File: config.mk
export PLATFORM = sky130hd
export DESIGN_NAME = qt_query_table
export DESIGN_NICKNAME = d
export VERILOG_FILES = /design/src/core/qt_pkg.sv /design/src/core/qt_sync.sv /design/src/core/qt_rom.sv /design/src/core/qt_query_table.sv
export SDC_FILE = /design/constraint.sdc
export NUM_CORES = 1
export LEC_CHECK = 0
export ABC_CLOCK_PERIOD_IN_PS = 6000
export BUFFER_PORTS_ARGS = -buffer_cell sky130_fd_sc_hd__buf_2
export CORE_MARGIN = 2
export CORE_UTILIZATION = 55
export CTS_CLUSTER_DIAMETER = 50
export DETAILED_ROUTE_END_ITERATION = 12
export PLACE_DENSITY = 0.8
export SYNTH_ARGS = -nofsm -noshare
export SYNTH_HDL_FRONTEND = slang
export SYNTH_SLANG_ARGS = --single-unit
export TNS_END_PERCENT = 30
File: constraint.sdc
create_clock -name ref_clk -period 6 [get_ports ref_clk]
set_clock_uncertainty 0.15 [all_clocks]
set_input_delay 1.5 -clock ref_clk [delete_from_list [all_inputs] [get_ports ref_clk]]
set_output_delay 1.5 -clock ref_clk [all_outputs]
set_load 0.02 [all_outputs]
File: src/core/qt_pkg.sv
package qt_pkg;

    // ------------------------------------------------------------
    // Widths
    // ------------------------------------------------------------
    localparam int QT_ADDR_W = 8;
    localparam int QT_BYTE_W = 8;
    localparam int QT_DQ_W = 16;
    localparam int QT_SYNC_STAGES = 2;

    // ------------------------------------------------------------
    // Query space map
    // ------------------------------------------------------------
    localparam logic [7:0] QT_BASE_PTR_ADDR = 8'h15;
    localparam logic [7:0] QT_BASE_PTR = 8'h39;
    localparam logic [7:0] QT_REGION_COUNT_ADDR = 8'h52;
    localparam logic [7:0] QT_REGION_COUNT = 8'h02;
    localparam logic [7:0] QT_REGION1_BASE = 8'h53;
    localparam logic [7:0] QT_REGION2_BASE_BOT = 8'h69;
    localparam logic [7:0] QT_REGION2_BASE_TOP = 8'h61;
    localparam logic [7:0] QT_FEATURE_ADDR = 8'h77;
    localparam logic [7:0] QT_FEATURE_RSVD = 8'h00;
    localparam logic [7:0] QT_UNMAPPED = 8'h00;

    // Region 2 registers, bottom-parameter layout
    localparam logic [7:0] QT_REG_REGION2_PARTITION_COUNT = 8'h69;
    localparam logic [7:0] QT_REG_REGION2_INTRA_PARTITION_OPS = 8'h6b;
    localparam logic [7:0] QT_REG_REGION2_OPS_WHILE_PROGRAMMING = 8'h6c;
    localparam logic [7:0] QT_REG_REGION2_OPS_WHILE_ERASING = 8'h6d;
    localparam logic [7:0] QT_REG_REGION2_BLOCK_TYPE_COUNT = 8'h6e;
    localparam logic [7:0] QT_REG_REGION2_TYPE1_GEOMETRY = 8'h6f;
    localparam logic [7:0] QT_REG_REGION2_TYPE1_ENDURANCE = 8'h73;
    localparam logic [7:0] QT_REG_REGION2_TYPE1_CELL_BITS = 8'h75;
    localparam logic [7:0] QT_REG_REGION2_TYPE1_READ_WRITE_CAPS = 8'h76;
    localparam logic [7:0] QT_REG_FEATURE_SPACE_RESERVED = 8'h77;

    // ------------------------------------------------------------
    // Field offsets within a region record and a descriptor set
    // ------------------------------------------------------------
    localparam logic [7:0] QT_FLD_COUNT = 8'h00;
    localparam logic [7:0] QT_FLD_INTRA = 8'h02;
    localparam logic [7:0] QT_FLD_PROG = 8'h03;
    localparam logic [7:0] QT_FLD_ERASE = 8'h04;
    localparam logic [7:0] QT_FLD_TYPES = 8'h05;
    localparam logic [7:0] QT_FLD_DESC1 = 8'h06;
    localparam logic [7:0] QT_FLD_DESC2 = 8'h0e;
    localparam logic [7:0] QT_LEN_MAIN = 8'h0e;
    localparam logic [7:0] QT_LEN_MIXED = 8'h16;
    localparam logic [7:0] QT_DSC_ENDUR = 8'h04;
    localparam logic [7:0] QT_DSC_CELL = 8'h06;
    localparam logic [7:0] QT_DSC_CAPS = 8'h07;

    // ------------------------------------------------------------
    // Field values and bit positions
    // ------------------------------------------------------------
    localparam logic [7:0] QT_OPS_INTRA = 8'h11;
    localparam logic [7:0] QT_OPS_OTHER = 8'h00;
    localparam logic [7:0] QT_TYPES_MAIN = 8'h01;
    localparam logic [7:0] QT_TYPES_MIXED = 8'h02;
    localparam logic [15:0] QT_MAIN_Y_FULL = 16'h0007;
    localparam logic [15:0] QT_MAIN_Y_MIXED = 16'h0006;
    localparam logic [15:0] QT_PARAM_Y = 16'h0007;
    localparam logic [15:0] QT_MAIN_Z = 16'h0100;
    localparam logic [15:0] QT_PARAM_Z = 16'h0020;
    localparam logic [15:0] QT_ENDURANCE = 16'h0064;
    localparam logic [7:0] QT_CELL_BITS = 8'h01;
    localparam logic [7:0] QT_RW_CAPS = 8'h03;
    localparam int QT_PARTITION_MBIT = 4;
    localparam int QT_BLOCK_UNIT = 256;
    localparam int QT_ENDUR_UNIT = 1000;
    localparam int QT_PROG_LSB = 0;
    localparam int QT_ERASE_LSB = 4;
    localparam int QT_CELL_ECC_BIT = 4;
    localparam int QT_CAP_PAGE_READ = 0;
    localparam int QT_CAP_SYNC_READ = 1;
    localparam int QT_CAP_SYNC_WRITE = 2;

endpackage

File: src/core/qt_sync.sv
`timescale 1ns/10ps
module qt_sync
    import qt_pkg::*;
#(
    parameter int WIDTH = 1,
    parameter logic RESET_VAL = 1'b0
)
(
    // Clock and reset
    input wire logic ref_clk,
    input wire logic rst_n,
    // Levels
    input wire logic [WIDTH-1:0] async_in,
    output logic [WIDTH-1:0] sync_out
);

    logic [WIDTH-1:0] stage1;

    // Two flops; the first is read only by the second
    always_ff @(posedge ref_clk or negedge rst_n)
    begin
        if (!rst_n)
        begin
            stage1 <= {WIDTH{RESET_VAL}};
            sync_out <= {WIDTH{RESET_VAL}};
        end
        else
        begin
            stage1 <= async_in;
            sync_out <= stage1;
        end
    end

endmodule

File: src/core/qt_rom.sv
`timescale 1ns/10ps
module qt_rom
    import qt_pkg::*;
#(
    parameter int DENSITY_MBIT = 32,
    parameter bit TOP_PARAM_VARIANT = 1'b0
)
(
    // Clock and reset
    input wire logic ref_clk,
    input wire logic rst_n,
    // Read port
    input wire logic rd_en,
    input wire logic [QT_ADDR_W-1:0] rd_addr,
    output logic [QT_BYTE_W-1:0] rd_data
);

    localparam logic [15:0] MAIN_PARTS = 16'(DENSITY_MBIT / QT_PARTITION_MBIT - 1);

    // One byte of a descriptor set, little-endian multi-byte fields
    function automatic logic [7:0] desc_byte(input logic [7:0] idx, input logic [15:0] y, input logic [15:0] z);
        logic [7:0] b;
        b = QT_UNMAPPED;
        case (idx)
            8'h00: b = y[7:0];
            8'h01: b = y[15:8];
            8'h02: b = z[7:0];
            8'h03: b = z[15:8];
            QT_DSC_ENDUR: b = QT_ENDURANCE[7:0];
            8'h05: b = QT_ENDURANCE[15:8];
            QT_DSC_CELL: b = QT_CELL_BITS;
            QT_DSC_CAPS: b = QT_RW_CAPS;
            default: b = QT_UNMAPPED;
        endcase
        return b;
    endfunction

    // One byte of a region record; mixed regions carry two descriptor sets
    function automatic logic [7:0] region_byte(input logic [7:0] off, input logic [15:0] parts,
                                               input logic mixed, input logic param_first);
        logic [7:0] b;
        b = QT_UNMAPPED;
        if (off == QT_FLD_COUNT)
            b = parts[7:0];
        else if (off == QT_FLD_COUNT + 8'h01)
            b = parts[15:8];
        else if (off == QT_FLD_INTRA)
            b = QT_OPS_INTRA;
        else if (off == QT_FLD_PROG || off == QT_FLD_ERASE)
            b = QT_OPS_OTHER;
        else if (off == QT_FLD_TYPES)
            b = mixed ? QT_TYPES_MIXED : QT_TYPES_MAIN;
        else if (off < QT_FLD_DESC2)
        begin
            if (!mixed)
                b = desc_byte(off - QT_FLD_DESC1, QT_MAIN_Y_FULL, QT_MAIN_Z);
            else if (param_first)
                b = desc_byte(off - QT_FLD_DESC1, QT_PARAM_Y, QT_PARAM_Z);
            else
                b = desc_byte(off - QT_FLD_DESC1, QT_MAIN_Y_MIXED, QT_MAIN_Z);
        end
        // Second descriptor set only in a mixed region
        else if (mixed && param_first)
            b = desc_byte(off - QT_FLD_DESC2, QT_MAIN_Y_MIXED, QT_MAIN_Z);
        else if (mixed)
            b = desc_byte(off - QT_FLD_DESC2, QT_PARAM_Y, QT_PARAM_Z);
        return b;
    endfunction

    localparam logic [7:0] LEN1 = TOP_PARAM_VARIANT ? QT_LEN_MAIN : QT_LEN_MIXED;
    localparam logic [7:0] R2_BASE = QT_REGION1_BASE + LEN1;
    localparam logic [7:0] LEN2 = TOP_PARAM_VARIANT ? QT_LEN_MIXED : QT_LEN_MAIN;

    // Whole query map for the chosen variant
    function automatic logic [7:0] query_byte(input logic [7:0] a);
        logic [7:0] b;
        b = QT_UNMAPPED;
        if (a == QT_BASE_PTR_ADDR)
            b = QT_BASE_PTR;
        else if (a == QT_BASE_PTR_ADDR + 8'h01)
            b = 8'h00;
        else if (a == QT_REGION_COUNT_ADDR)
            b = QT_REGION_COUNT;
        else if (a >= QT_REGION1_BASE && a < R2_BASE)
            b = TOP_PARAM_VARIANT ? region_byte(a - QT_REGION1_BASE, MAIN_PARTS, 1'b0, 1'b0)
                                  : region_byte(a - QT_REGION1_BASE, 16'h0001, 1'b1, 1'b1);
        else if (a >= R2_BASE && a < R2_BASE + LEN2)
            b = TOP_PARAM_VARIANT ? region_byte(a - R2_BASE, 16'h0001, 1'b1, 1'b0)
                                  : region_byte(a - R2_BASE, MAIN_PARTS, 1'b0, 1'b0);
        else if (a == QT_FEATURE_ADDR)
            b = QT_FEATURE_RSVD;
        return b;
    endfunction

    // Registered read; holds the last byte while not selected
    always_ff @(posedge ref_clk or negedge rst_n)
    begin
        if (!rst_n)
            rd_data <= QT_UNMAPPED;
        else if (rd_en)
            rd_data <= query_byte(rd_addr);
    end

endmodule

File: src/core/qt_query_table.sv
`timescale 1ns/10ps
module qt_query_table
    import qt_pkg::*;
#(
    parameter int DENSITY_MBIT = 32,
    parameter bit TOP_PARAM_VARIANT = 1'b0
)
(
    // Clock and reset
    input wire logic ref_clk,
    input wire logic rst_n,
    // Host read pins
    input wire logic [QT_ADDR_W-1:0] addr,
    input wire logic ce_n,
    input wire logic oe_n,
    // Data pins
    output logic [QT_DQ_W-1:0] dq_out,
    output logic dq_oe_n
);

    // ------------------------------------------------------------
    // Parameter checks
    // ------------------------------------------------------------
    initial
    begin
        if (DENSITY_MBIT != 32 && DENSITY_MBIT != 64 && DENSITY_MBIT != 128)
            $error("qt_query_table: density must be 32, 64 or 128 Mbit");
    end

    // Layout derived from the variant
    localparam logic [7:0] R2_BASE = TOP_PARAM_VARIANT ? QT_REGION2_BASE_TOP : QT_REGION2_BASE_BOT;
    localparam logic [7:0] R_MAIN = TOP_PARAM_VARIANT ? QT_REGION1_BASE : QT_REGION2_BASE_BOT;
    localparam logic [7:0] R_MIXED = TOP_PARAM_VARIANT ? QT_REGION2_BASE_TOP : QT_REGION1_BASE;
    localparam logic [15:0] MAIN_PARTS = 16'(DENSITY_MBIT / QT_PARTITION_MBIT - 1);

    // ------------------------------------------------------------
    // Pin synchronisers
    // ------------------------------------------------------------
    logic [QT_ADDR_W-1:0] addr_s;
    logic ce_n_s;
    logic oe_n_s;
    logic active;
    logic [QT_ADDR_W-1:0] out_addr;
    logic [QT_BYTE_W-1:0] rom_data;

    // Address bits may skew across the sync; host changes address just after an edge, together with the strobes
    qt_sync #(.WIDTH(QT_ADDR_W), .RESET_VAL(1'b0)) u_sync_addr
    (
        .ref_clk(ref_clk),
        .rst_n(rst_n),
        .async_in(addr),
        .sync_out(addr_s)
    );

    // Strobes idle high
    qt_sync #(.WIDTH(2), .RESET_VAL(1'b1)) u_sync_ctl
    (
        .ref_clk(ref_clk),
        .rst_n(rst_n),
        .async_in({ce_n, oe_n}),
        .sync_out({ce_n_s, oe_n_s})
    );

    assign active = !ce_n_s && !oe_n_s;

    // ------------------------------------------------------------
    // Query store
    // ------------------------------------------------------------
    qt_rom #(.DENSITY_MBIT(DENSITY_MBIT), .TOP_PARAM_VARIANT(TOP_PARAM_VARIANT)) u_rom
    (
        .ref_clk(ref_clk),
        .rst_n(rst_n),
        .rd_en(active),
        .rd_addr(addr_s),
        .rd_data(rom_data)
    );

    // Byte lane: query data on the low byte, upper byte zero
    assign dq_out = {8'h00, rom_data};

    // Drive enable follows the read one cycle late, aligned with the registered byte
    always_ff @(posedge ref_clk or negedge rst_n)
    begin
        if (!rst_n)
            dq_oe_n <= 1'b1;
        else
            dq_oe_n <= !active;
    end

    // Address of the byte now on the pins, kept for checking
    always_ff @(posedge ref_clk or negedge rst_n)
    begin
        if (!rst_n)
            out_addr <= '0;
        else if (active)
            out_addr <= addr_s;
    end

    // ------------------------------------------------------------
    // Checks
    // ------------------------------------------------------------
    a_layout_offsets : assert property (@(posedge ref_clk) disable iff (!rst_n)
        R2_BASE == (TOP_PARAM_VARIANT ? QT_REGION2_BASE_TOP : QT_REG_REGION2_PARTITION_COUNT)
        && QT_BASE_PTR + 8'h30 == QT_REG_REGION2_PARTITION_COUNT)
        else $error("region 2 base offset wrong");

    a_r2_count_lo : assert property (@(posedge ref_clk) disable iff (!rst_n)
        (!dq_oe_n && out_addr == R2_BASE)
        |-> dq_out[7:0] == (TOP_PARAM_VARIANT ? 8'h01 : MAIN_PARTS[7:0]))
        else $error("region 2 partition count low byte wrong");

    a_count_order : assert property (@(posedge ref_clk) disable iff (!rst_n)
        (!dq_oe_n && out_addr == R_MAIN && active && addr_s == R_MAIN + 8'h01)
        |=> dq_out[7:0] == MAIN_PARTS[15:8] && $past(dq_out[7:0]) == MAIN_PARTS[7:0])
        else $error("multi-byte count not low byte first");

    a_intra_ops : assert property (@(posedge ref_clk) disable iff (!rst_n)
        (!dq_oe_n && out_addr == R2_BASE + QT_FLD_INTRA)
        |-> dq_out[QT_PROG_LSB +: 4] == 4'h1 && dq_out[QT_ERASE_LSB +: 4] == 4'h1)
        else $error("intra-partition nibbles wrong");

    a_ops_programming : assert property (@(posedge ref_clk) disable iff (!rst_n)
        (!dq_oe_n && out_addr == R2_BASE + QT_FLD_PROG) |-> dq_out[7:0] == QT_OPS_OTHER)
        else $error("ops while programming wrong");

    a_ops_erasing : assert property (@(posedge ref_clk) disable iff (!rst_n)
        (!dq_oe_n && out_addr == R2_BASE + QT_FLD_ERASE) |-> dq_out[7:0] == QT_OPS_OTHER)
        else $error("ops while erasing wrong");

    a_type_count : assert property (@(posedge ref_clk) disable iff (!rst_n)
        (!dq_oe_n && out_addr == R2_BASE + QT_FLD_TYPES)
        |-> dq_out[7:0] != 8'h00 && dq_out[7:0] == (TOP_PARAM_VARIANT ? QT_TYPES_MIXED : QT_TYPES_MAIN))
        else $error("block type count wrong");

    a_geo_size : assert property (@(posedge ref_clk) disable iff (!rst_n)
        (!dq_oe_n && out_addr == R_MAIN + QT_FLD_DESC1 + 8'h03)
        |-> 32'(dq_out[7:0]) * 32'(QT_BLOCK_UNIT) * 32'd256 == 32'd65536)
        else $error("main block size field wrong");

    a_geo_count : assert property (@(posedge ref_clk) disable iff (!rst_n)
        (!dq_oe_n && out_addr == R_MAIN + QT_FLD_DESC1) |-> dq_out[7:0] + 8'h01 == 8'h08)
        else $error("main block count field wrong");

    a_endurance : assert property (@(posedge ref_clk) disable iff (!rst_n)
        (!dq_oe_n && out_addr == R2_BASE + QT_FLD_DESC1 + QT_DSC_ENDUR)
        |-> 32'(dq_out[7:0]) * 32'(QT_ENDUR_UNIT) == 32'd100000)
        else $error("endurance field wrong");

    a_cell_bits : assert property (@(posedge ref_clk) disable iff (!rst_n)
        (!dq_oe_n && out_addr == R2_BASE + QT_FLD_DESC1 + QT_DSC_CELL)
        |-> dq_out[3:0] == 4'h1 && dq_out[7:QT_CELL_ECC_BIT] == 4'h0)
        else $error("cell bits byte wrong");

    a_rw_caps : assert property (@(posedge ref_clk) disable iff (!rst_n)
        (!dq_oe_n && out_addr == R2_BASE + QT_FLD_DESC1 + QT_DSC_CAPS)
        |-> dq_out[QT_CAP_PAGE_READ] && dq_out[QT_CAP_SYNC_READ]
            && !dq_out[QT_CAP_SYNC_WRITE] && dq_out[7:3] == 5'h00)
        else $error("capability byte wrong");

    a_second_set : assert property (@(posedge ref_clk) disable iff (!rst_n)
        (!dq_oe_n && out_addr == R2_BASE + QT_FLD_DESC2)
        |-> dq_out[7:0] == (TOP_PARAM_VARIANT ? QT_PARAM_Y[7:0] : QT_FEATURE_RSVD))
        else $error("second region 2 descriptor set misplaced");

    a_feature_rsvd : assert property (@(posedge ref_clk) disable iff (!rst_n)
        (!dq_oe_n && out_addr == QT_FEATURE_ADDR) |-> dq_out[7:0] == QT_FEATURE_RSVD)
        else $error("feature space not reserved");

    a_byte_55 : assert property (@(posedge ref_clk) disable iff (!rst_n)
        (!dq_oe_n && out_addr == QT_REGION1_BASE + QT_FLD_INTRA) |-> dq_out[7:0] == 8'h11)
        else $error("byte 55h not 11h");

    a_partition_size : assert property (@(posedge ref_clk) disable iff (!rst_n)
        (!dq_oe_n && out_addr == R_MAIN)
        |-> (32'(dq_out[7:0]) + 32'd1) * 32'(QT_PARTITION_MBIT) == 32'(DENSITY_MBIT))
        else $error("partition count does not match density");

    a_mixed_single : assert property (@(posedge ref_clk) disable iff (!rst_n)
        (!dq_oe_n && out_addr == R_MIXED) |-> dq_out[7:0] == 8'h01)
        else $error("mixed region must hold one partition");

    a_region_count : assert property (@(posedge ref_clk) disable iff (!rst_n)
        (!dq_oe_n && out_addr == QT_REGION_COUNT_ADDR) |-> dq_out[7:0] == QT_REGION_COUNT)
        else $error("partition region count wrong");

    a_base_ptr : assert property (@(posedge ref_clk) disable iff (!rst_n)
        (!dq_oe_n && out_addr == QT_BASE_PTR_ADDR) |-> dq_out[7:0] == QT_BASE_PTR)
        else $error("base pointer wrong");

    a_read_timing : assert property (@(posedge ref_clk) disable iff (!rst_n)
        $fell(ce_n_s || oe_n_s) |=> !dq_oe_n)
        else $error("drive enable late");

    a_upper_zero : assert property (@(posedge ref_clk) disable iff (!rst_n)
        !dq_oe_n |-> dq_out[15:8] == 8'h00 ##1 (dq_oe_n || $stable(dq_out[15:8])))
        else $error("upper data byte not zero");

endmodule

==> results.ini, run 1 <==
[finish]
antenna_cells = 0
fill_cells = 306
layout-drive-gt1-share = 0.152
fin_nets = 251
fin_area_sq_mm = 0.00203
syn2layout_area_growth_pct = 4.52
layout.cells.non_filler = 276
post-route-util = 0.602

[synth]
synth_flop_cell = dfrtp_1
syn_inst = 221
synth_top_area_share = 0.297
yosys.area.top_type = dfrtp_1
synthTopCellsByArea = dfrtp_1, dfstp_2, ha_1, buf_4, nand2_1
ys_ff_latch = 28
synth.distinct_cells = 64
synth_edf_count = 0
syn_area_per_cell_sq_um = 8.77
synth_warnings = 0
syn_area_sq_mm = 0.00194
netlist_top_cells_count = dfrtp_1, nand2_1, a21oi_1, nor2_1, o21ai_0
ys_seq_area_frac = 0.365
async_reset_ff_frac = 1.00
synth.most_common_cell = dfrtp_1

[clocking]
clock_latency_ps = 320
clockBufferDepth = 2
cts.clk_slew.worst_paths_ps = 140
cts_resized = 0
cts_tree = yes
root_buffer = clkbuf_4
cts_setup_buffers = 0
cts_hold_buf = 0
htree_levels = 1
cts.sinks = 28
cts_inserted_buffers = 3

[setup_path]
critPathBufInv = 2
critPathKind = reg -> reg
end_kind = register
cp.arrival_ps = 3700
crit_family = compound AO/OA/AOI/OAI gates
cpMaxStageDelayCell = dfrtp_1
path_cells = inv_1 -> ha_1 -> xnor2_1 -> inv_1 -> ha_1 -> or3_1 -> a221oi_2 -> o2111ai_1 -> a221o_1 -> and2_1 -> o31ai_2
required_ps = 6100
r2r_start = u_sync_addr.sync_out[0]$_DFF_PN0_
cp_slowest_stage_delay_ps = 670
critPathMaxFanout = 17
r2r_cells = 11
start_kind = register
reg2reg_to = u_rom.rd_data[0]$_DFFE_PN0P_
rrSetupSlack_ps = 2400

[global_route]
grt_pass1_wl_microns = 6780
grt_max_degree = 29
overflow = 0
grt_pass1_vias = 1490
antenna_found_initial = 0
track_usage = 0.210

[min_path]
whs_endpoint = u_sync_addr.sync_out[7]$_DFF_PN0_
hp-class = reg -> reg
whs_path_depth = 0
min_from = u_sync_addr.stage1[7]$_DFF_PN0_

[floorplan]
design.die.area_sq_mm = 0.00401
initial_core_util = 0.576
die_x_microns = 63.4
coreArea_sq_mm = 0.00336
die_y_microns = 63.4
ioPinCount = 29
fp-row-count = 21

[place]
dp_hpwl_microns = 2990
preCtsSetupSlack_ps = 2440
port_buffers = 19
gp_congestion = 0.840
dpl.cell_count = 272
place_area_sq_mm = 0.00200

[route]
viasPerCell = 6.05
wl_per_cell_microns = 14.2
dr_total_vias = 1671
postRouteAntennaNets = 0
routed_wl_microns = 3930
drc = 0
drt_iter0_markers = 113
first_pass_iters = 4

[power_and_ir_drop]
p_sw_uw = 116
ir_drop_mv = 0.174
power.internal_uw = 258
cellPowerDensity_mw_per_mm2 = 185
clkPwrFrac = 0.206
power.leakage_nw = 0.872
combPwrFrac = 0.234
power_uw = 374
switching_share = 0.311
seqPwrFrac = 0.560

[sta]
maxSlewHeadroom = 0.555
setup_viol = 0
min_period_ps = 3600
fin_tns_setup_ps = 0
rsz0062_at_grt = no
min_period_over_period = 0.600
tightest_slew_ps = 667
final.setup.worst_slack_ps = 2400
fmax_mhz = 278
hold_slack_ps = 213
slew_viol_final = 0
hold_violations = 0

[flow_run]
max_cap_violations = 0

[run_status]
status = completed

-- power by group through the flow --
stage | clock network (mW) | registers, mW | logic, mW
after floorplan | 0 | 0.209 | 0.0729
after global placement | 0 | 0.212 | 0.0846
after detailed placement | 0 | 0.213 | 0.0866
after CTS | 0.0803 | 0.209 | 0.0869
after global routing | 0.0901 | 0.211 | 0.0975
final | 0.0770 | 0.209 | 0.0875
-- sequential cells by signal, summed over array words and instances (netlist names) --
register and count:
dq_oe_n 1, u_rom.rd_data 7, u_sync_addr.stage1 8, u_sync_addr.sync_out 8
u_sync_ctl.stage1 2, u_sync_ctl.sync_out 2
-- per-layer routing --
metal	vias up	track usage	share of wire
met1	805	0.304	0.46
met4	0	0.0543	0.016
met3	9	0.0214	0.038
li1	810	-	-
met5	-	0	0
met2	47	0.338	0.49
-- layout make-up --
class / count / area (sq um) / share of cell area
clock buffer: 4 / 26.3 / 0.0130
inverter: 10 / 37.5 / 0.0185
multi-input combinational: 169 / 1100 / 0.544
sequential: 28 / 707 / 0.349
tap: 46 / 57.6 / 0.0284
timing repair buffer: 19 / 95.1 / 0.0469
-- cell usage in the layout, fill, tap and decap left out, types with 4 or more instances in the layout --
master | synthesis | routed
buf_2 | 4 | 19
nor2b_1 | 5 | 5
nor2_1 | 12 | 12
xnor2_1 | 6 | 6
nand2_1 | 17 | 17
conb_1 | 1 | 9
inv_1 | 8 | 8
or3_1 | 6 | 6
dfstp_2 | 5 | 5
a21oi_1 | 12 | 12
nand3_1 | 8 | 8
and3_1 | 5 | 5
o21ai_0 | 10 | 10
ha_1 | 8 | 8
nand4_1 | 4 | 4
o21ai_1 | 5 | 5
or2_2 | 4 | 4
dfrtp_1 | 23 | 23
-- cells by family after synthesis --
group,Yosys count,share of synthesized area
buffers and inverters,32,0.0820
xor gates and xnor gates,7,0.0316
DFF,28,0.365
muxes,4,0.0213
and+or+nand+nor,80,0.223
AOI/OAI and AO/OA,61,0.223
adders and majority gates,8,0.0516
other,1,0.00193
-- worst max path at each step --
stage | slack [ps] | start | end | cells past startpoint
floorplan | 2550 | u_sync_addr.sync_out[0]$_DFF_PN0_ | u_rom.rd_data[0]$_DFFE_PN0P_ | 13
global placement | 2560 | u_sync_addr.sync_out[0]$_DFF_PN0_ | u_rom.rd_data[0]$_DFFE_PN0P_ | 11
detailed placement | 2440 | u_sync_addr.sync_out[0]$_DFF_PN0_ | u_rom.rd_data[0]$_DFFE_PN0P_ | 11
CTS | 2430 | u_sync_addr.sync_out[0]$_DFF_PN0_ | u_rom.rd_data[0]$_DFFE_PN0P_ | 11
global route | 2090 | u_sync_addr.sync_out[0]$_DFF_PN0_ | u_rom.rd_data[0]$_DFFE_PN0P_ | 11
finish | 2400 | u_sync_addr.sync_out[0]$_DFF_PN0_ | u_rom.rd_data[0]$_DFFE_PN0P_ | 11
Note: power is estimated with default switching activity, not from simulation.
==> run 2: changes to the inputs <==
--- a/config.mk
+++ b/config.mk
@@ -5,7 +5,7 @@
 export SDC_FILE = /design/constraint.sdc
 export NUM_CORES = 1
 export LEC_CHECK = 0
-export ABC_CLOCK_PERIOD_IN_PS = 6000
+export ABC_CLOCK_PERIOD_IN_PS = 3600
 export BUFFER_PORTS_ARGS = -buffer_cell sky130_fd_sc_hd__buf_2
 export CORE_MARGIN = 2
 export CORE_UTILIZATION = 55
==> constraint.sdc (replaced) <==
create_clock -name ref_clk -period 3.6 [get_ports ref_clk]
set_clock_uncertainty 0.15 [all_clocks]
set_input_delay 0.9 -clock ref_clk [delete_from_list [all_inputs] [get_ports ref_clk]]
set_output_delay 0.9 -clock ref_clk [all_outputs]
set_load 0.02 [all_outputs]
==> results.ini, run 2 (synthesized netlist as in run 1, its figures left out) <==
[power_and_ir_drop]
power.internal_uw = 452  ; was 258 uW
seqPwrFrac = 0.534  ; was 0.560
cellPowerDensity_mw_per_mm2 = 309  ; was 185 mW/mm^2
switching_share = 0.298  ; was 0.311
clkPwrFrac = 0.225  ; was 0.206
combPwrFrac = 0.242  ; was 0.234
ir_drop_mv = 0.295  ; was 0.174 mV
power.leakage_nw = 0.907  ; was 0.872 nW
p_sw_uw = 192  ; was 116 uW

[setup_path]
cpMaxStageDelayCell = or4_1  ; was dfrtp_1
required_ps = 3670  ; was 6100 ps
critPathKind = reg -> reg  ; unchanged
path_cells = buf_4 -> ha_1 -> or3_1 -> a21oi_1 -> mux2i_1 -> o21ai_1 -> or4_1 -> o311a_1 -> a211oi_1 -> o31ai_2  ; was inv_1 -> ha_1 -> xnor2_1 -> inv_1 -> ha_1 -> or3_1 -> a221oi_2 -> o2111ai_1 -> a221o_1 -> and2_1 -> o31ai_2
end_kind = register  ; unchanged
critPathMaxFanout = 11  ; was 17
crit_family = compound AO/OA/AOI/OAI gates  ; unchanged
cp.arrival_ps = 3340  ; was 3700 ps
start_kind = register  ; unchanged
critPathBufInv = 1  ; was 2
cp_slowest_stage_delay_ps = 450  ; was 670 ps

[clocking]
cts_setup_buffers = 0  ; unchanged
cts_hold_buf = 0  ; unchanged
cts_tree = yes  ; unchanged
htree_levels = 1  ; unchanged
cts_resized = 0  ; unchanged
clock_latency_ps = 320  ; about the same
cts.sinks = 28  ; unchanged
clockBufferDepth = 2  ; unchanged
cts.clk_slew.worst_paths_ps = 140  ; about the same
cts_inserted_buffers = 3  ; unchanged
root_buffer = clkbuf_4  ; unchanged

[global_route]
overflow = 0  ; unchanged
track_usage = 0.212  ; was 0.210
grt_pass1_vias = 1469  ; was 1490
antenna_found_initial = 0  ; unchanged
grt_pass1_wl_microns = 6760  ; was 6780 microns
grt_max_degree = 29  ; unchanged

[route]
wl_per_cell_microns = 13.9  ; was 14.2 microns
viasPerCell = 5.93  ; was 6.05
drc = 0  ; unchanged
first_pass_iters = 5  ; was 4
postRouteAntennaNets = 0  ; unchanged
dr_total_vias = 1672  ; was 1671
routed_wl_microns = 3930  ; about the same
drt_iter0_markers = 128  ; was 113

[sta]
rsz0062_at_grt = no  ; unchanged
tightest_slew_ps = 556  ; was 667 ps
setup_viol = 0  ; unchanged
hold_violations = 0  ; unchanged
fin_tns_setup_ps = 0  ; unchanged
hold_slack_ps = 213  ; about the same
min_period_ps = 3270  ; was 3600 ps
fmax_mhz = 305  ; was 278 MHz
min_period_over_period = 0.910  ; was 0.600
maxSlewHeadroom = 0.630  ; was 0.555
slew_viol_final = 0  ; unchanged

[finish]
post-route-util = 0.619  ; was 0.602
fin_nets = 257  ; was 251
top_regs = u_sync_addr.stage1: 8 flops, u_sync_addr.sync_out: 8 flops, u_rom.rd_data: 7 flops  ; unchanged
regArea_sq_um = 707  ; unchanged
antenna_cells = 0  ; unchanged
layout.cells.non_filler = 282  ; was 276
fill_cells = 321  ; was 306
layout-drive-gt1-share = 0.178  ; was 0.152
multi_input_area_sq_mm = 0.00110  ; unchanged
syn2layout_area_growth_pct = 7.36  ; was 4.52%
final_common_cell = dfrtp_1  ; unchanged
most-common-layout-cells = dfrtp_1, buf_2, nand2_1  ; unchanged

[floorplan]
die_x_microns = 63.4  ; unchanged
initial_core_util = 0.576  ; unchanged
coreArea_sq_mm = 0.00336  ; unchanged
fp-row-count = 21  ; unchanged
ioPinCount = 29  ; unchanged
die_y_microns = 63.4  ; unchanged
design.die.area_sq_mm = 0.00401  ; unchanged

[run_status]
status = completed  ; unchanged

[place]
dpl.cell_count = 278  ; was 272
gp_congestion = 0.855  ; was 0.840
dp_hpwl_microns = 3050  ; was 2990 microns
port_buffers = 19  ; unchanged

[flow_run]
max_cap_violations = 0  ; unchanged

[min_path]
hp-class = reg -> reg  ; unchanged

[run 2: cell count changes in the layout (fill, tap and decap cells not counted)]
cell      previous run  this run
clkbuf_1             1         0
buf_4                0         6
clkbuf_8             0         1
[run 2: metal layers]
layer | track usage | wire length (microns)
met5 | 0 | 0
met4 | 0.0734 | 67
met3 | 0.0286 | 219
met2 | 0.339 | 1830
met1 | 0.295 | 1810
[run 2: worst paths after layout]
check | start | end | slack (ps) | depth (start not counted)
setup reg to reg | u_sync_addr.sync_out[1]$_DFF_PN0_ | u_rom.rd_data[0]$_DFFE_PN0P_ | 330 | 10
max in group asynchronous | rst_n | dq_oe_n$_DFF_PN1_ | 2530 | 1
hold reg to reg | u_sync_addr.stage1[5]$_DFF_PN0_ | u_sync_addr.sync_out[5]$_DFF_PN0_ | 210 | 0
hold / removal | u_sync_addr.stage1[5]$_DFF_PN0_ | u_sync_addr.sync_out[5]$_DFF_PN0_ | 210 | 0
setup / recovery | u_sync_addr.sync_out[1]$_DFF_PN0_ | u_rom.rd_data[0]$_DFFE_PN0P_ | 330 | 10
min in group asynchronous | rst_n | u_sync_addr.stage1[1]$_DFF_PN0_ | 400 | 1
[run 2: area by class of cell]
type,count,share of cell area
Multi-Input combinational cell,169,0.530
Tap cell,46,0.0277
Inverter,10,0.0180
Clock buffer,4,0.0174
Timing Repair Buffer,25,0.0673
Sequential cell,28,0.340
[run 2: per-stage QoR]
step | worst slack, ps | power (mW) | cell area, sq um
after floorplan | 149 | 0.470 | 1970
after global placement | 481 | 0.500 | 2040
after detailed placement | 401 | 0.503 | 2040
after CTS | 339 | 0.649 | 2080
after global routing | 100 | 0.683 | 2080
final | 325 | 0.644 | 2080
[run 2: worst register-to-register path: cells and delay by family, from the launching register on]
kind	cells	cell delay [ps]
AO/OA/AOI/OAI	5	1030
AND/OR/NAND/NOR	2	860
flip-flops	1	430
adder cells (fa/ha/maj)	1	320
multiplexers	1	210
buffers and inverters	1	190
[run 2: power groups by stage]
stage / combinational, mW / clock, mW / sequential [mW]
after floorplan: 0.121 / 0 / 0.348
after global placement: 0.152 / 0 / 0.349
after detailed placement: 0.154 / 0 / 0.349
after CTS: 0.155 / 0.150 / 0.344
after global routing: 0.173 / 0.163 / 0.346
final: 0.156 / 0.145 / 0.344
==> run 3: changes to the inputs <==
--- a/config.mk
+++ b/config.mk
@@ -7,11 +7,11 @@
 export LEC_CHECK = 0
 export ABC_CLOCK_PERIOD_IN_PS = 3600
 export BUFFER_PORTS_ARGS = -buffer_cell sky130_fd_sc_hd__buf_2
-export CORE_MARGIN = 2
-export CORE_UTILIZATION = 55
+export CORE_MARGIN = 5
+export CORE_UTILIZATION = 57
 export CTS_CLUSTER_DIAMETER = 50
 export DETAILED_ROUTE_END_ITERATION = 12
-export PLACE_DENSITY = 0.8
+export PLACE_DENSITY = 0.83
 export SYNTH_ARGS = -nofsm -noshare
 export SYNTH_HDL_FRONTEND = slang
 export SYNTH_SLANG_ARGS = --single-unit
==> results.ini, run 3 (synthesized netlist as in run 1, its figures left out) <==
[run_status]
status = completed  ; unchanged

[setup_path]
required_ps = 3710  ; was 3670 ps
r2r_start = u_sync_addr.sync_out[1]$_DFF_PN0_  ; unchanged
start_kind = register  ; unchanged
cp.arrival_ps = 3280  ; was 3340 ps
critPathKind = reg -> reg  ; unchanged
r2r_cells = 11  ; was 10
rrSetupSlack_ps = 430  ; was 330 ps
end_kind = register  ; unchanged
critPathMaxFanout = 5  ; was 11
reg2reg_to = u_rom.rd_data[0]$_DFFE_PN0P_  ; unchanged

[floorplan]
fp-row-count = 21  ; unchanged
ioPinCount = 29  ; unchanged
coreArea_sq_mm = 0.00331  ; was 0.00336 sq mm
initial_core_util = 0.585  ; was 0.576
design.die.area_sq_mm = 0.00467  ; was 0.00401 sq mm
die_x_microns = 68.3  ; was 63.4 microns
die_y_microns = 68.3  ; was 63.4 microns

[sta]
fmax_mhz = 316  ; was 305 MHz
setup_viol = 0  ; unchanged
rsz0062_at_grt = no  ; unchanged
min_period_ps = 3170  ; was 3270 ps
min_period_over_period = 0.880  ; was 0.910
maxSlewHeadroom = 0.610  ; was 0.630
slew_viol_final = 0  ; unchanged
hold_violations = 0  ; unchanged
hold_slack_ps = 205  ; was 213 ps
tightest_slew_ps = 585  ; was 556 ps
fin_tns_setup_ps = 0  ; unchanged

[global_route]
antenna_found_initial = 0  ; unchanged
grt_max_degree = 29  ; unchanged
met3_usage = 0.0246  ; was 0.0286
met1_usage = 0.280  ; was 0.295
grt_pass1_vias = 1545  ; was 1469
grtUsageMet2 = 0.314  ; was 0.339
grt_pass1_wl_microns = 7100  ; was 6760 microns
track_usage = 0.204  ; was 0.212
busiest_layer = met2  ; unchanged
overflow = 0  ; unchanged

[clocking]
htree_levels = 1  ; unchanged
cts.sinks = 28  ; unchanged
cts_resized = 0  ; unchanged
cts_hold_buf = 0  ; unchanged
clock_latency_ps = 330  ; was 320 ps
clockBufferDepth = 2  ; unchanged
cts_setup_buffers = 0  ; unchanged
root_buffer = clkbuf_4  ; unchanged
cts.clk_slew.worst_paths_ps = 150  ; was 140 ps
cts_inserted_buffers = 3  ; unchanged
cts_tree = yes  ; unchanged

[min_path]
min_from = u_sync_addr.stage1[1]$_DFF_PN0_  ; was u_sync_addr.stage1[5]$_DFF_PN0_
hp-class = reg -> reg  ; unchanged
whs_path_depth = 0  ; unchanged
whs_endpoint = u_sync_addr.sync_out[1]$_DFF_PN0_  ; was u_sync_addr.sync_out[5]$_DFF_PN0_

[finish]
syn2layout_area_growth_pct = 6.97  ; was 7.36%
fill_cells = 286  ; was 321
layout-drive-gt1-share = 0.174  ; was 0.178
final_common_cell = dfrtp_1  ; unchanged
most-common-layout-cells = dfrtp_1, buf_2, nand2_1  ; unchanged
top_regs = u_sync_addr.stage1: 8 flops, u_sync_addr.sync_out: 8 flops, u_rom.rd_data: 7 flops  ; unchanged
fin_nets = 256  ; was 257
antenna_cells = 0  ; unchanged

[route]
postRouteAntennaNets = 0  ; unchanged
drc = 0  ; unchanged
viasPerCell = 6.13  ; was 5.93
first_pass_iters = 5  ; unchanged
drt_iter0_markers = 113  ; was 128
wl_per_cell_microns = 15.0  ; was 13.9 microns
dr_total_vias = 1723  ; was 1672
routed_wl_microns = 4210  ; was 3930 microns

[place]
gp_congestion = 0.921  ; was 0.855
dp_hpwl_microns = 3190  ; was 3050 microns
port_buffers = 19  ; unchanged

[power_and_ir_drop]
power_uw = 650  ; was 644 uW
power.leakage_nw = 0.902  ; was 0.907 nW
ir_drop_mv = 0.365  ; was 0.295 mV
cellPowerDensity_mw_per_mm2 = 313  ; was 309 mW/mm^2

[flow_run]
max_cap_violations = 0  ; unchanged

==> run 3: cell count changes in the layout (fill, tap and decap cells not counted), sizes merged <==
cell	change
buf	-1
==> run 3: worst max path at each step <==
stage / startpoint / endpoint / slack, ps / depth (start not counted)
floorplan: u_sync_addr.sync_out[0]$_DFF_PN0_ / u_rom.rd_data[0]$_DFFE_PN0P_ / 150 / 13
global placement: u_sync_addr.sync_out[1]$_DFF_PN0_ / u_rom.rd_data[0]$_DFFE_PN0P_ / 610 / 11
detailed placement: u_sync_addr.sync_out[1]$_DFF_PN0_ / u_rom.rd_data[0]$_DFFE_PN0P_ / 540 / 11
CTS: u_sync_addr.sync_out[1]$_DFF_PN0_ / u_rom.rd_data[0]$_DFFE_PN0P_ / 430 / 11
global route: u_sync_addr.sync_out[1]$_DFF_PN0_ / u_rom.rd_data[0]$_DFFE_PN0P_ / 300 / 11
finish: u_sync_addr.sync_out[1]$_DFF_PN0_ / u_rom.rd_data[0]$_DFFE_PN0P_ / 430 / 11
==> run 3: layout make-up <==
| type | count | area, sq um | share of cell area |
|---|---|---|---|
| Multi-Input combinational cell | 169 | 1100 | 0.532 |
| Clock buffer | 4 | 36.3 | 0.0175 |
| Timing Repair Buffer | 24 | 133 | 0.0640 |
| Sequential cell | 28 | 707 | 0.341 |
| Inverter | 10 | 37.5 | 0.0181 |
| Tap cell | 46 | 57.6 | 0.0278 |
==> run 3: report_power, final <==
group	total [mW]	switching, mW	leakage (nW)	internal, mW
combinational	0.157	0.0985	0.546	0.0583
clock	0.149	0.0869	0.0210	0.0620
sequential	0.344	0.0126	0.336	0.331
total	0.650	0.198	0.902	0.452
==> run 3: layer usage <==
metal,wire [microns],up-vias
li1,-,825
met1,1790,810
met2,1960,72
met3,292,16
met4,163,0
met5,0,-
==> run 3: metrics by stage <==
| step | utilization | setup WS, ps | area, sq um | std cells |
|---|---|---|---|---|
| CTS | 0.626 | 432 | 2070 | 281 |
| global route | 0.626 | 302 | 2070 | 281 |
| detailed placement | 0.615 | 540 | 2040 | 277 |
| global placement | 0.615 | 612 | 2040 | 277 |
| finish | 0.626 | 432 | 2070 | 281 |
| floorplan | - | 149 | 1970 | 229 |
==> run 3: worst max-delay path: stages (launching register included) <==
cell	delay [ps]
dfrtp_1	440
inv_1	100
ha_1	220
xnor2_1	290
inv_1	140
ha_1	210
or3_1	380
a221oi_2	280
o2111ai_1	140
a221o_1	350
and2_1	160
o31ai_2	220
